$ cat src/design/ipcb_defines.vh
// Register offsets, field positions and reset values for the priority bank.
`ifndef IPCB_DEFINES_VH
`define IPCB_DEFINES_VH

// ==========================================================================
// Register byte offsets on the register bus
// ==========================================================================
`define IPCB_OFS_CTRL_1   6'h00
`define IPCB_OFS_CTRL_2   6'h04
`define IPCB_OFS_CTRL_3   6'h08
`define IPCB_OFS_PEND     6'h0C
`define IPCB_OFS_WINNER   6'h10
`define IPCB_ADDR_W       6

// ==========================================================================
// Field layout inside one byte lane of a priority register
// ==========================================================================
`define IPCB_PRI_HI       4
`define IPCB_PRI_LO       2
`define IPCB_SUB_HI       1
`define IPCB_SUB_LO       0
`define IPCB_LANE_MASK    8'h1F
`define IPCB_CTRL1_MASK   32'h00001F1F
`define IPCB_CTRL_MASK    32'h1F1F1F1F

// ==========================================================================
// Reset values and bus answers
// ==========================================================================
`define IPCB_CTRL_RESET   32'h00000000
`define IPCB_PRI_OFF      3'h0
`define IPCB_RESP_OKAY    2'h0
`define IPCB_RESP_SLVERR  2'h2
`define IPCB_SOURCES      8

`endif

$ cat src/design/ipcb_arbiter.v
// Picks the winning pending source from priority and subpriority fields.
`timescale 1ns/10ps
`default_nettype none
`include "ipcb_defines.vh"

module ipcb_arbiter #(
   parameter N = 8                          // Number of sources.
) (
   input  wire [N-1:0]   i_pending,         // Raw pending request per source.
   input  wire [3*N-1:0] i_priority,        // Packed 3-bit priorities.
   input  wire [2*N-1:0] i_subpriority,     // Packed 2-bit subpriorities.
   output reg            o_valid,           // A source is requested.
   output reg  [2:0]     o_index,           // Winning source index.
   output reg  [2:0]     o_level,           // Winning priority level.
   output reg  [1:0]     o_sublevel         // Winning subpriority level.
);

   integer     k;
   reg  [4:0]  best;
   reg  [4:0]  cand;

   // ========================================================================
   // Linear scan; ties of full key go to the lowest index for determinism.
   // ========================================================================
   always @* begin
      best       = 5'h00;
      cand       = 5'h00;
      o_valid    = 1'b0;
      o_index    = 3'h0;
      o_level    = 3'h0;
      o_sublevel = 2'h0;
      for (k = 0; k < N; k = k + 1) begin
         cand = {i_priority[3*k +: 3], i_subpriority[2*k +: 2]};
         // Zero priority masks the source completely.
         if (i_pending[k] && (i_priority[3*k +: 3] != `IPCB_PRI_OFF) &&
             (!o_valid || (cand > best))) begin
            best       = cand;
            o_valid    = 1'b1;
            o_index    = k[2:0];
            o_level    = cand[4:2];
            o_sublevel = cand[1:0];
         end
      end
   end

endmodule // ipcb_arbiter
`default_nettype wire

$ cat src/design/ipcb_priority_bank.v
// AXI4-Lite priority configuration bank for eight interrupt sources.
// Functional notes
// - A source whose 3-bit priority is zero is disabled, never requested.
// - A nonzero priority value is used directly as the level 1 to 7.
// - Each source has a 2-bit subpriority whose value is its level 0-3.
// - Register 2 holds ext irq 2 priority 28:26, subpriority 25:24.
// - Register 2 holds compare 2 priority 20:18, subpriority 17:16.
// - Register 2 holds capture 2 priority 12:10, subpriority 9:8.
// - Register 2 holds timer 2 priority 4:2, subpriority 1:0.
// - Register 3 repeats it for ext irq 3, compare 3, capture 3, timer 3.
// - Register 1 low half holds capture 1 at 12:8 and timer 1 at 4:0.
// - All fields are read/write and clear to zero on reset.
`timescale 1ns/10ps
`default_nettype none
`include "ipcb_defines.vh"

module ipcb_priority_bank (
   input  wire        i_clock,         // System clock, 200 MHz.
   input  wire        i_arst_n,        // Asynchronous reset, active low.
   input  wire [5:0]  i_awaddr,        // Write address.
   input  wire        i_awvalid,       // Write address valid.
   output wire        o_awready,       // Write address ready.
   input  wire [31:0] i_wdata,         // Write data.
   input  wire [3:0]  i_wstrb,         // Write byte strobes.
   input  wire        i_wvalid,        // Write data valid.
   output wire        o_wready,        // Write data ready.
   output reg  [1:0]  o_bresp,         // Write response.
   output reg         o_bvalid,        // Write response valid.
   input  wire        i_bready,        // Write response ready.
   input  wire [5:0]  i_araddr,        // Read address.
   input  wire        i_arvalid,       // Read address valid.
   output wire        o_arready,       // Read address ready.
   output reg  [31:0] o_rdata,         // Read data.
   output reg  [1:0]  o_rresp,         // Read response.
   output reg         o_rvalid,        // Read data valid.
   input  wire        i_rready,        // Read data ready.
   input  wire [7:0]  i_irq_pending,   // Pending flags, same clock domain.
   output reg         o_irq_request,   // A source is requested to the core.
   output reg  [2:0]  o_irq_index,     // Winning source index.
   output reg  [2:0]  o_irq_level,     // Winning priority level.
   output reg  [1:0]  o_irq_sublevel   // Winning subpriority level.
);

   // ========================================================================
   // Storage and internal nets
   // ========================================================================
   reg  [31:0] ctrl_1;
   reg  [31:0] ctrl_2;
   reg  [31:0] ctrl_3;
   reg  [5:0]  aw_addr;
   reg         aw_held;
   reg  [31:0] w_data;
   reg  [3:0]  w_strb;
   reg         w_held;
   reg  [31:0] next_rdata;
   reg  [1:0]  next_rresp;
   wire        do_write;
   wire        do_read;
   wire [23:0] pri_bus;
   wire [15:0] sub_bus;
   wire        arb_valid;
   wire [2:0]  arb_index;
   wire [2:0]  arb_level;
   wire [1:0]  arb_sublevel;

   // Merges strobed bytes and clears bits that do not exist.
   function [31:0] merge;
      input [31:0] old_val;
      input [31:0] new_val;
      input [3:0]  strb;
      input [31:0] mask;
      integer      b;
      begin
         merge = old_val;
         for (b = 0; b < 4; b = b + 1) begin
            if (strb[b]) begin
               merge[8*b +: 8] = new_val[8*b +: 8];
            end
         end
         merge = merge & mask;
      end
   endfunction

   // Extracts the priority field from one byte lane.
   function [2:0] lane_pri;
      input [31:0] r;
      input [1:0]  lane;
      begin
         lane_pri = r[8*lane + `IPCB_PRI_LO +: 3];
      end
   endfunction

   // Extracts the subpriority field from one byte lane.
   function [1:0] lane_sub;
      input [31:0] r;
      input [1:0]  lane;
      begin
         lane_sub = r[8*lane + `IPCB_SUB_LO +: 2];
      end
   endfunction

   // ========================================================================
   // Write channel: address and data are captured in either order.
   // ========================================================================
   assign o_awready = !aw_held && !o_bvalid;
   assign o_wready  = !w_held && !o_bvalid;
   assign do_write  = aw_held && w_held && !o_bvalid;

   // Holding registers let the master release each channel independently.
   always @(posedge i_clock or negedge i_arst_n) begin
      if (!i_arst_n) begin
         aw_held <= 1'b0;
         aw_addr <= 6'h00;
         w_held  <= 1'b0;
         w_data  <= 32'h00000000;
         w_strb  <= 4'h0;
      end else begin
         if (i_awvalid && o_awready) begin
            aw_held <= 1'b1;
            aw_addr <= i_awaddr;
         end else if (do_write) begin
            aw_held <= 1'b0;
         end
         if (i_wvalid && o_wready) begin
            w_held <= 1'b1;
            w_data <= i_wdata;
            w_strb <= i_wstrb;
         end else if (do_write) begin
            w_held <= 1'b0;
         end
      end
   end

   // Register update and write answer; all fields clear on reset.
   always @(posedge i_clock or negedge i_arst_n) begin
      if (!i_arst_n) begin
         ctrl_1   <= `IPCB_CTRL_RESET;
         ctrl_2   <= `IPCB_CTRL_RESET;
         ctrl_3   <= `IPCB_CTRL_RESET;
         o_bvalid <= 1'b0;
         o_bresp  <= `IPCB_RESP_OKAY;
      end else begin
         if (do_write) begin
            o_bvalid <= 1'b1;
            o_bresp  <= `IPCB_RESP_OKAY;
            case (aw_addr)
               `IPCB_OFS_CTRL_1: begin
                  // Upper half of register 1 lies outside this bank.
                  ctrl_1 <= merge(ctrl_1, w_data, w_strb,
                                  `IPCB_CTRL1_MASK);
               end
               `IPCB_OFS_CTRL_2: begin
                  // Four lanes of priority/subpriority.
                  ctrl_2 <= merge(ctrl_2, w_data, w_strb,
                                  `IPCB_CTRL_MASK);
               end
               `IPCB_OFS_CTRL_3: begin
                  ctrl_3 <= merge(ctrl_3, w_data, w_strb,
                                  `IPCB_CTRL_MASK);
               end
               `IPCB_OFS_PEND, `IPCB_OFS_WINNER: begin
                  // Status words are read-only; writes are dropped quietly.
                  o_bresp <= `IPCB_RESP_OKAY;
               end
               default: begin
                  o_bresp <= `IPCB_RESP_SLVERR;
               end
            endcase
         end else if (o_bvalid && i_bready) begin
            o_bvalid <= 1'b0;
         end
      end
   end

   // ========================================================================
   // Read channel: one read in flight, answered the cycle after acceptance.
   // ========================================================================
   assign o_arready = !o_rvalid;
   assign do_read   = i_arvalid && o_arready;

   // Read decode; reserved and absent bits read as zero.
   always @* begin
      next_rresp = `IPCB_RESP_OKAY;
      case (i_araddr)
         `IPCB_OFS_CTRL_1: next_rdata = ctrl_1;
         `IPCB_OFS_CTRL_2: next_rdata = ctrl_2;
         `IPCB_OFS_CTRL_3: next_rdata = ctrl_3;
         `IPCB_OFS_PEND:   next_rdata = {24'h000000, i_irq_pending};
         `IPCB_OFS_WINNER: next_rdata = {23'h000000, o_irq_request,
                                         o_irq_index, o_irq_level,
                                         o_irq_sublevel};
         default: begin
            next_rdata = 32'h00000000;
            next_rresp = `IPCB_RESP_SLVERR;
         end
      endcase
   end

   // Read data stands until the master takes it.
   always @(posedge i_clock or negedge i_arst_n) begin
      if (!i_arst_n) begin
         o_rvalid <= 1'b0;
         o_rdata  <= 32'h00000000;
         o_rresp  <= `IPCB_RESP_OKAY;
      end else begin
         if (do_read) begin
            o_rvalid <= 1'b1;
            o_rdata  <= next_rdata;
            o_rresp  <= next_rresp;
         end else if (o_rvalid && i_rready) begin
            o_rvalid <= 1'b0;
         end
      end
   end

   // ========================================================================
   // Field routing to the eight pending slots of the arbiter.
   // ========================================================================
   // Slot order from 0: timer2, capture1, capture2, capture3, compare2,
   // ext_irq2, compare3, ext_irq3. The timer 1 and timer 3 fields are
   // stored and read back, but they have no pending slot in this bank.
   assign pri_bus = {lane_pri(ctrl_3, 2'd3),   // 7 ext_irq3
                     lane_pri(ctrl_3, 2'd2),   // 6 compare3
                     lane_pri(ctrl_2, 2'd3),   // 5 ext_irq2
                     lane_pri(ctrl_2, 2'd2),   // 4 compare2
                     lane_pri(ctrl_3, 2'd1),   // 3 capture3
                     lane_pri(ctrl_2, 2'd1),   // 2 capture2
                     lane_pri(ctrl_1, 2'd1),   // 1 capture1
                     lane_pri(ctrl_2, 2'd0)};  // 0 timer2
   assign sub_bus = {lane_sub(ctrl_3, 2'd3),
                     lane_sub(ctrl_3, 2'd2),
                     lane_sub(ctrl_2, 2'd3),
                     lane_sub(ctrl_2, 2'd2),
                     lane_sub(ctrl_3, 2'd1),
                     lane_sub(ctrl_2, 2'd1),
                     lane_sub(ctrl_1, 2'd1),
                     lane_sub(ctrl_2, 2'd0)};

   ipcb_arbiter #(
      .N             (`IPCB_SOURCES)
   ) u_arbiter (
      .i_pending     (i_irq_pending),
      .i_priority    (pri_bus),
      .i_subpriority (sub_bus),
      .o_valid       (arb_valid),
      .o_index       (arb_index),
      .o_level       (arb_level),
      .o_sublevel    (arb_sublevel)
   );

   // Winner is registered so the core sees glitch-free outputs.
   always @(posedge i_clock or negedge i_arst_n) begin
      if (!i_arst_n) begin
         o_irq_request  <= 1'b0;
         o_irq_index    <= 3'h0;
         o_irq_level    <= 3'h0;
         o_irq_sublevel <= 2'h0;
      end else begin
         o_irq_request  <= arb_valid;
         o_irq_index    <= arb_index;
         o_irq_level    <= arb_level;
         o_irq_sublevel <= arb_sublevel;
      end
   end

endmodule // ipcb_priority_bank
`default_nettype wire

$ cat config.mk
export PLATFORM = sky130hd
export DESIGN_NAME = ipcb_priority_bank
export DESIGN_NICKNAME = d
export VERILOG_FILES = /design/src/design/ipcb_arbiter.v /design/src/design/ipcb_priority_bank.v
export VERILOG_INCLUDE_DIRS = /design/src /design/src/design
export SDC_FILE = /design/constraint.sdc
export NUM_CORES = 1
export LEC_CHECK = 0
export ABC_AREA = 1
export BUFFER_PORTS_ARGS = -buffer_cell sky130_fd_sc_hd__buf_2
export CORE_MARGIN = 2
export CORE_UTILIZATION = 57
export DETAILED_ROUTE_END_ITERATION = 6
export PLACE_DENSITY = 0.81
export SYNTH_ARGS = -nofsm -noshare
export SYNTH_HDL_FRONTEND = slang
export SYNTH_HIERARCHICAL = 1
export SYNTH_SLANG_ARGS = --single-unit
$ cat constraint.sdc
create_clock -name i_clock -period 9.1 [get_ports i_clock]
set_input_delay 2.275 -clock i_clock [delete_from_list [all_inputs] [get_ports i_clock]]
set_output_delay 2.275 -clock i_clock [all_outputs]
set_load 0.1 [all_outputs]
# ---- Yosys cells after proc, flatten, opt, wreduce, memory -nomap -nowiden
# Cells that the tools add are included.
dict set report op_classes {
  mux 48
  magnitude_cmp 7
  n_eq_ne 8
  reduce_logical 68
}
# operator n
set ops {}
lappend ops {{29-bit case mux with 5 select lines} 1}
lappend ops {{3-bit 2-to-1 mux} 12}
lappend ops {{5-bit greater-than comparator} 7}
lappend ops {{5-bit 2-to-1 mux} 7}
lappend ops {{3-bit AND reduction} 10}
lappend ops {{6-bit by 4-bit == test with 1-bit output (second input constant)} 4}
lappend ops {{1-bit logical AND} 24}
lappend ops {{2-bit 2-to-1 mux} 12}
lappend ops {{3-bit nonzero test} 8}
lappend ops {{1-bit 2-to-1 mux} 16}
lappend ops {{6-bit by 3-bit == test with 1-bit output (second input constant)} 2}
lappend ops {{6-bit by 5-bit == test with 1-bit output (second input constant)} 2}
lappend ops {{6-bit logical NOT} 2}
lappend ops {{1-bit logical NOT} 11}
lappend ops {{5-bit OR reduction} 2}
lappend ops {{2-bit nonzero test} 4}
lappend ops {{1-bit logical OR} 7}
dict set report totals {
  wordCells 155
  out_inout_bits 50
  reg_bits 138
  inputBits 63
}

# ---- Longest topological paths before layout
dict set report logic_depth {
  ltp_word 31
  ltp_mapped 79
  mapped_depth_nobuf 78
}

# ---- Cells and area by module
# Netlist, hierarchy kept.
# module seq_area_each_um2 area_each_um2 n_inst cells_each
set modules_own_cells {}
lappend modules_own_cells {ipcb_priority_bank 2952.8 5024.8 1 561}
lappend modules_own_cells {ipcb_arbiter 0.0 1671.6 1 285}

# ---- Least setup slack after synthesis
# OpenSTA, ideal clock, no wires.
dict set report synth_timing {
  kind {input-to-reg}
  from {input port i_irq_pending[0]}
  to {register o_irq_level[0]}
  setup_ns 0.117
  cell_stages 72
  arrival_time_ns 10.075
  path_slack_ns -1.092
  required_ns 8.983
  n_path_buf 1
  cell_sequence {nand2_1 nor2_1 inv_1 ha_1 nand2_1 nor2_1 nand2_1 nand2_1 nand2_2 nand2_1 nand2_1 and2_1 ha_1 nand2_1 nor2_1 nand2_1 nand3_1 nand2_1 (+36 left out) nor2_1 o22ai_1 nand2_1 nand2_1 buf_2 nand3_1 and2_1 ha_1 o21bai_1 a21oi_1 nor2_1 o22ai_1 o21ai_1 inv_2 nor2_2 inv_2 nand3_1 nand2_1}
}
dict set report synth_via {
  elab_chain_len 30
  elab_cells_between_ends 51
  classes_between {7 x order compare; 22 x mux; 22 x reduce/logical}
}
# item line_no
set synth_lines {}
lappend synth_lines {{from (decl)} ipcb_priority_bank.v:37} ;# input wire [7:0] i_irq_pending,
lappend synth_lines {{1-bit logical AND (*)} ipcb_arbiter.v:35} ;# if (i_pending[k] && (i_priority[3*k +: 3] != `IPCB_PRI_OFF) &&
lappend synth_lines {{5-bit 2-to-1 mux / 1-bit 2-to-1 mux (equally long branches)} ipcb_arbiter.v:35}
lappend synth_lines {{5-bit greater-than comparator / 1-bit logical NOT (equally long branches)} ipcb_arbiter.v:36} ;# (!o_valid || (cand > best))) begin
lappend synth_lines {{1-bit logical OR} ipcb_arbiter.v:36}
lappend synth_lines {{1-bit logical AND} ipcb_arbiter.v:35}
lappend synth_lines {{5-bit 2-to-1 mux / 1-bit 2-to-1 mux (equally long branches)} ipcb_arbiter.v:35}
lappend synth_lines {{5-bit greater-than comparator / 1-bit logical NOT (equally long branches)} ipcb_arbiter.v:36}
lappend synth_lines {{1-bit logical OR} ipcb_arbiter.v:36}
lappend synth_lines {{(+15 left out)} -}
lappend synth_lines {{1-bit logical OR} ipcb_arbiter.v:36}
lappend synth_lines {{1-bit logical AND} ipcb_arbiter.v:35}
lappend synth_lines {{5-bit 2-to-1 mux / 1-bit 2-to-1 mux (equally long branches)} ipcb_arbiter.v:35}
lappend synth_lines {{5-bit greater-than comparator / 1-bit logical NOT (equally long branches)} ipcb_arbiter.v:36}
lappend synth_lines {{1-bit logical OR} ipcb_arbiter.v:36}
lappend synth_lines {{1-bit logical AND} ipcb_arbiter.v:35}
lappend synth_lines {{3-bit 2-to-1 mux (*)} ipcb_arbiter.v:35}
lappend synth_lines {{net arb_level[0]} ipcb_priority_bank.v:63} ;# wire [2:0] arb_level;
lappend synth_lines {{to (signal assigned)} ipcb_priority_bank.v:261} ;# o_irq_level <= arb_level;
lappend synth_lines {{to (decl)} ipcb_priority_bank.v:40} ;# output reg [2:0] o_irq_level,
# Mark *: on every way through the listed nets, which the timed path passes. The rest lies on a longest branch.
# A chain may end at the register's enable or synchronous reset.

# ---- Worst setup path after layout
dict set report layout_timing {
  from {input port i_irq_pending[0]}
  to {register o_irq_sublevel[1]}
}
dict set report layout_via {
  elab_chain_len 30
  elab_cells_between_ends 51
  classes_between {7 x order compare; 22 x mux; 22 x reduce/logical}
}
# item line_no
set layout_lines {}
lappend layout_lines {{1-bit logical AND (*)} ipcb_arbiter.v:35}
lappend layout_lines {{5-bit 2-to-1 mux / 1-bit 2-to-1 mux (equally long branches)} ipcb_arbiter.v:35}
lappend layout_lines {{5-bit greater-than comparator / 1-bit logical NOT (equally long branches)} ipcb_arbiter.v:36}
lappend layout_lines {{1-bit logical OR} ipcb_arbiter.v:36}
lappend layout_lines {{1-bit logical AND} ipcb_arbiter.v:35}
lappend layout_lines {{5-bit 2-to-1 mux / 1-bit 2-to-1 mux (equally long branches)} ipcb_arbiter.v:35}
lappend layout_lines {{5-bit greater-than comparator / 1-bit logical NOT (equally long branches)} ipcb_arbiter.v:36}
lappend layout_lines {{1-bit logical OR} ipcb_arbiter.v:36}
lappend layout_lines {{(+15 left out)} -}
lappend layout_lines {{1-bit logical OR} ipcb_arbiter.v:36}
lappend layout_lines {{1-bit logical AND} ipcb_arbiter.v:35}
lappend layout_lines {{5-bit 2-to-1 mux / 1-bit 2-to-1 mux (equally long branches)} ipcb_arbiter.v:35}
lappend layout_lines {{5-bit greater-than comparator / 1-bit logical NOT (equally long branches)} ipcb_arbiter.v:36}
lappend layout_lines {{1-bit logical OR} ipcb_arbiter.v:36}
lappend layout_lines {{1-bit logical AND} ipcb_arbiter.v:35}
lappend layout_lines {{2-bit 2-to-1 mux (*)} ipcb_arbiter.v:35}
lappend layout_lines {{net arb_sublevel[1]} ipcb_priority_bank.v:64} ;# wire [1:0] arb_sublevel;
lappend layout_lines {{to (signal assigned)} ipcb_priority_bank.v:262} ;# o_irq_sublevel <= arb_sublevel;
lappend layout_lines {{to (decl)} ipcb_priority_bank.v:41} ;# output reg [1:0] o_irq_sublevel
# Marks and branches as above.

==> metrics.csv <==
metric,value,unit
final_cell_mix,"164 x nand2_1, 118 x dfrtp_1, 106 x buf_4, 87 x buf_2, 78 x inv_1",
r2r_setup_slack,-0.88,ns
htree_levels,4,
fmax,0.0884,GHz
muxShareOfSynthArea,0.0101,
grt_max_degree,78,
area.growth.synth_to_final,42.8,%
track_usage,0.360,
vias,7595,
hold_viol_final,0,
cp.arrival,11.63,ns
worstPathMaxFanout,8,
ir_worst_vdd,0.364,mV
yosys.area_share.xor_xnor,0,
gp_congestion,0.927,
leakagePower,4.88,nW
initialDrtViolationCount,1201,
async_reset_ff_frac,1.00,
violations,"design-rule violations, negative setup slack",
synth_top_family_by_area,simple AND/OR/NAND/NOR gates,
synth_edf_count,0,
cts_tree,yes,
yosys.area_share.simple,0.291,
nets,1144,
synth-seq-cells,118,
port_buffers,89,
vias_per_cell,6.32,
required,9.42,ns
mostFrequentLayoutCell,nand2_1,
die_x,112,um
fin_crit,11.32,ns
critPathMaxStageDelay,0.30,ns
crit_buf_inv,11,
antenna_found_initial,1,
synth_area,6700,um^2
crit_start,i_irq_pending[0],
cts_root_buffer,clkbuf_16,
die_h,112,um
clock_latency,0.43,ns
coreArea,11400,um^2
ys_warn_count,6,
finish.instance_area,9560,um^2
status,"finished, violations left",
cp.depth,74,
slew_viol_final,0,
worst_slack,-2.22,ns
endpoint_kind,flip-flop,
rsz0062_at_grt,yes,
setup_viol,8,
clock_sinks,118,
hold_class,flip-flop to flip-flop,
synthAdderAreaFrac,0.0654,
grt_pass1_vias,7072,
cap_violations,0,
dieArea,12600,um^2
tns,-17.19,ns
r2r_cells,75,
worst_hold_slack,0.474,ns
ys.flop_type,dfrtp_1,
clock_path_buffers,2,
avgSynthCellArea,7.92,um^2
num_rows,39,
dr.pass1.iters,7,
grt_pass1_wl,35500,um
start_util,0.586,
numCtsBuffers,17,
drive_gt1_frac,0.405,
reg2reg_from,ctrl_2[3],
drt-total-wl,25500,um
clock-skew-final,0.00770,ns
postRouteAntennaNets,0,
synth_compound_area_frac,0.114,
drc,1,
tightest_slew,1.06,ns
cts.reportedPaths.clkPinSlew,0.06,ns
yosysSeqAreaShare,0.441,
finalPower,3.33,mW
io_pins,113,
final_cells,1201,
slowest_stage,ha_1,
maxSlewHeadroom,0.293,
grt_overflow,0,
power_density,348,nW/um^2
drt-wirelength-per-cell,21.3,um
hold_end,o_rdata[10],
post-place-cells,1127,
dpl-instance-area,7840,um^2
cpLargestDelayFamily,simple AND/OR/NAND/NOR gates,
yosysUniqueCellTypes,35,
hold_path.startpoint,o_rdata[10],
critPathKind,input port to flip-flop,
rr_endpoint,o_irq_sublevel[1],
period_share,1.24,
whs_path_depth,2,
dp_hpwl,13200,um
startpoint_type,input port,
syn_inst,846,
==> tightest hold or removal path, cell delays in order, from the launching register on <==
cell     delay (ns)
dfrtp_1        0.34
nand2_1        0.05
nand2_1        0.05
==> state kept, by name, summed over array words and instances (netlist names), 4 cells and up <==
name     count
o_rdata     23
ctrl_2      20
ctrl_3      20
aw_addr      6
w_strb       4
ctrl_1      10
w_data      20
==> logic make-up (layout without fill, tap and decap cells) <==
group / Yosys count / after routing
AO/OA/AOI/OAI: 138 / 138
buffers and inverters: 125 / 326
other: 1 / 12
adder cells (fa/ha/maj): 35 / 35
AND/OR/NAND/NOR: 423 / 423
flip-flops: 118 / 118
multiplexers: 6 / 6
==> metrics by stage <==
| stage | util | worst slack, ns |
|---|---|---|
| finish | 0.837 | -2.22 |
| global route | 0.837 | -2.13 |
| CTS | 0.792 | -1.21 |
| detailed placement | 0.687 | -2.01 |
| global placement | 0.687 | -1.79 |
| floorplan | - | -0.878 |
==> layer usage <==
metal,track usage,wire length (um)
met1,0.455,8940
met5,0,0
met3,0.0772,2930
met2,0.582,11600
met4,0.193,2030
==> Yosys cell counts (6+ instances only) <==
| cell type | n | area [um^2] |
|---|---|---|
| dfrtp_1 | 118 | 2950 |
| a21oi_1 | 50 | 250 |
| o21ai_0 | 57 | 285 |
| mux2_2 | 6 | 67.6 |
| or2_1 | 6 | 37.5 |
| nand2_2 | 10 | 62.6 |
| ha_1 | 35 | 438 |
| nand4_1 | 18 | 113 |
| o21ai_1 | 8 | 40.0 |
| buf_4 | 11 | 82.6 |
| nand3_2 | 11 | 110 |
| inv_2 | 11 | 41.3 |
| nor2_1 | 66 | 248 |
| inv_1 | 85 | 319 |
| nand3_1 | 66 | 330 |
| nand2_1 | 213 | 800 |
| buf_2 | 9 | 45.0 |
| and2_1 | 15 | 93.8 |
| clkbuf_1 | 7 | 26.3 |
==> where the power goes <==
group	total (mW)	leakage (nW)	internal (mW)	switching (mW)
Combinational	1.92	3.10	0.749	1.17
Sequential	0.774	1.53	0.653	0.121
Clock	0.635	0.254	0.379	0.255
==> how the worst max path moves through the flow <==
stage	endpoint
after global placement	o_irq_sublevel[0]
after global routing	o_irq_sublevel[1]
after detailed placement	o_irq_sublevel[1]
after floorplan	o_irq_level[0]
after CTS	o_irq_sublevel[1]
final	o_irq_sublevel[1]
==> timing repair <==
action	CTS	global route
setup endpoints to repair	8	8
resized for setup	82	88
buffers inserted	32	12
hold buffers	0	0
pin swaps	87	81
==> final cells by class <==
cell class | instances | area [um^2]
multi-input combinational | 613 | 4170
clock buffer | 19 | 443
inverter | 96 | 393
clock inverter | 11 | 104
sequential | 118 | 2950
antenna | 1 | 2.50
tap | 143 | 179
timing repair buffer | 200 | 1320
fill | 608 | 1860
Note: power is estimated with default switching activity, not from simulation.
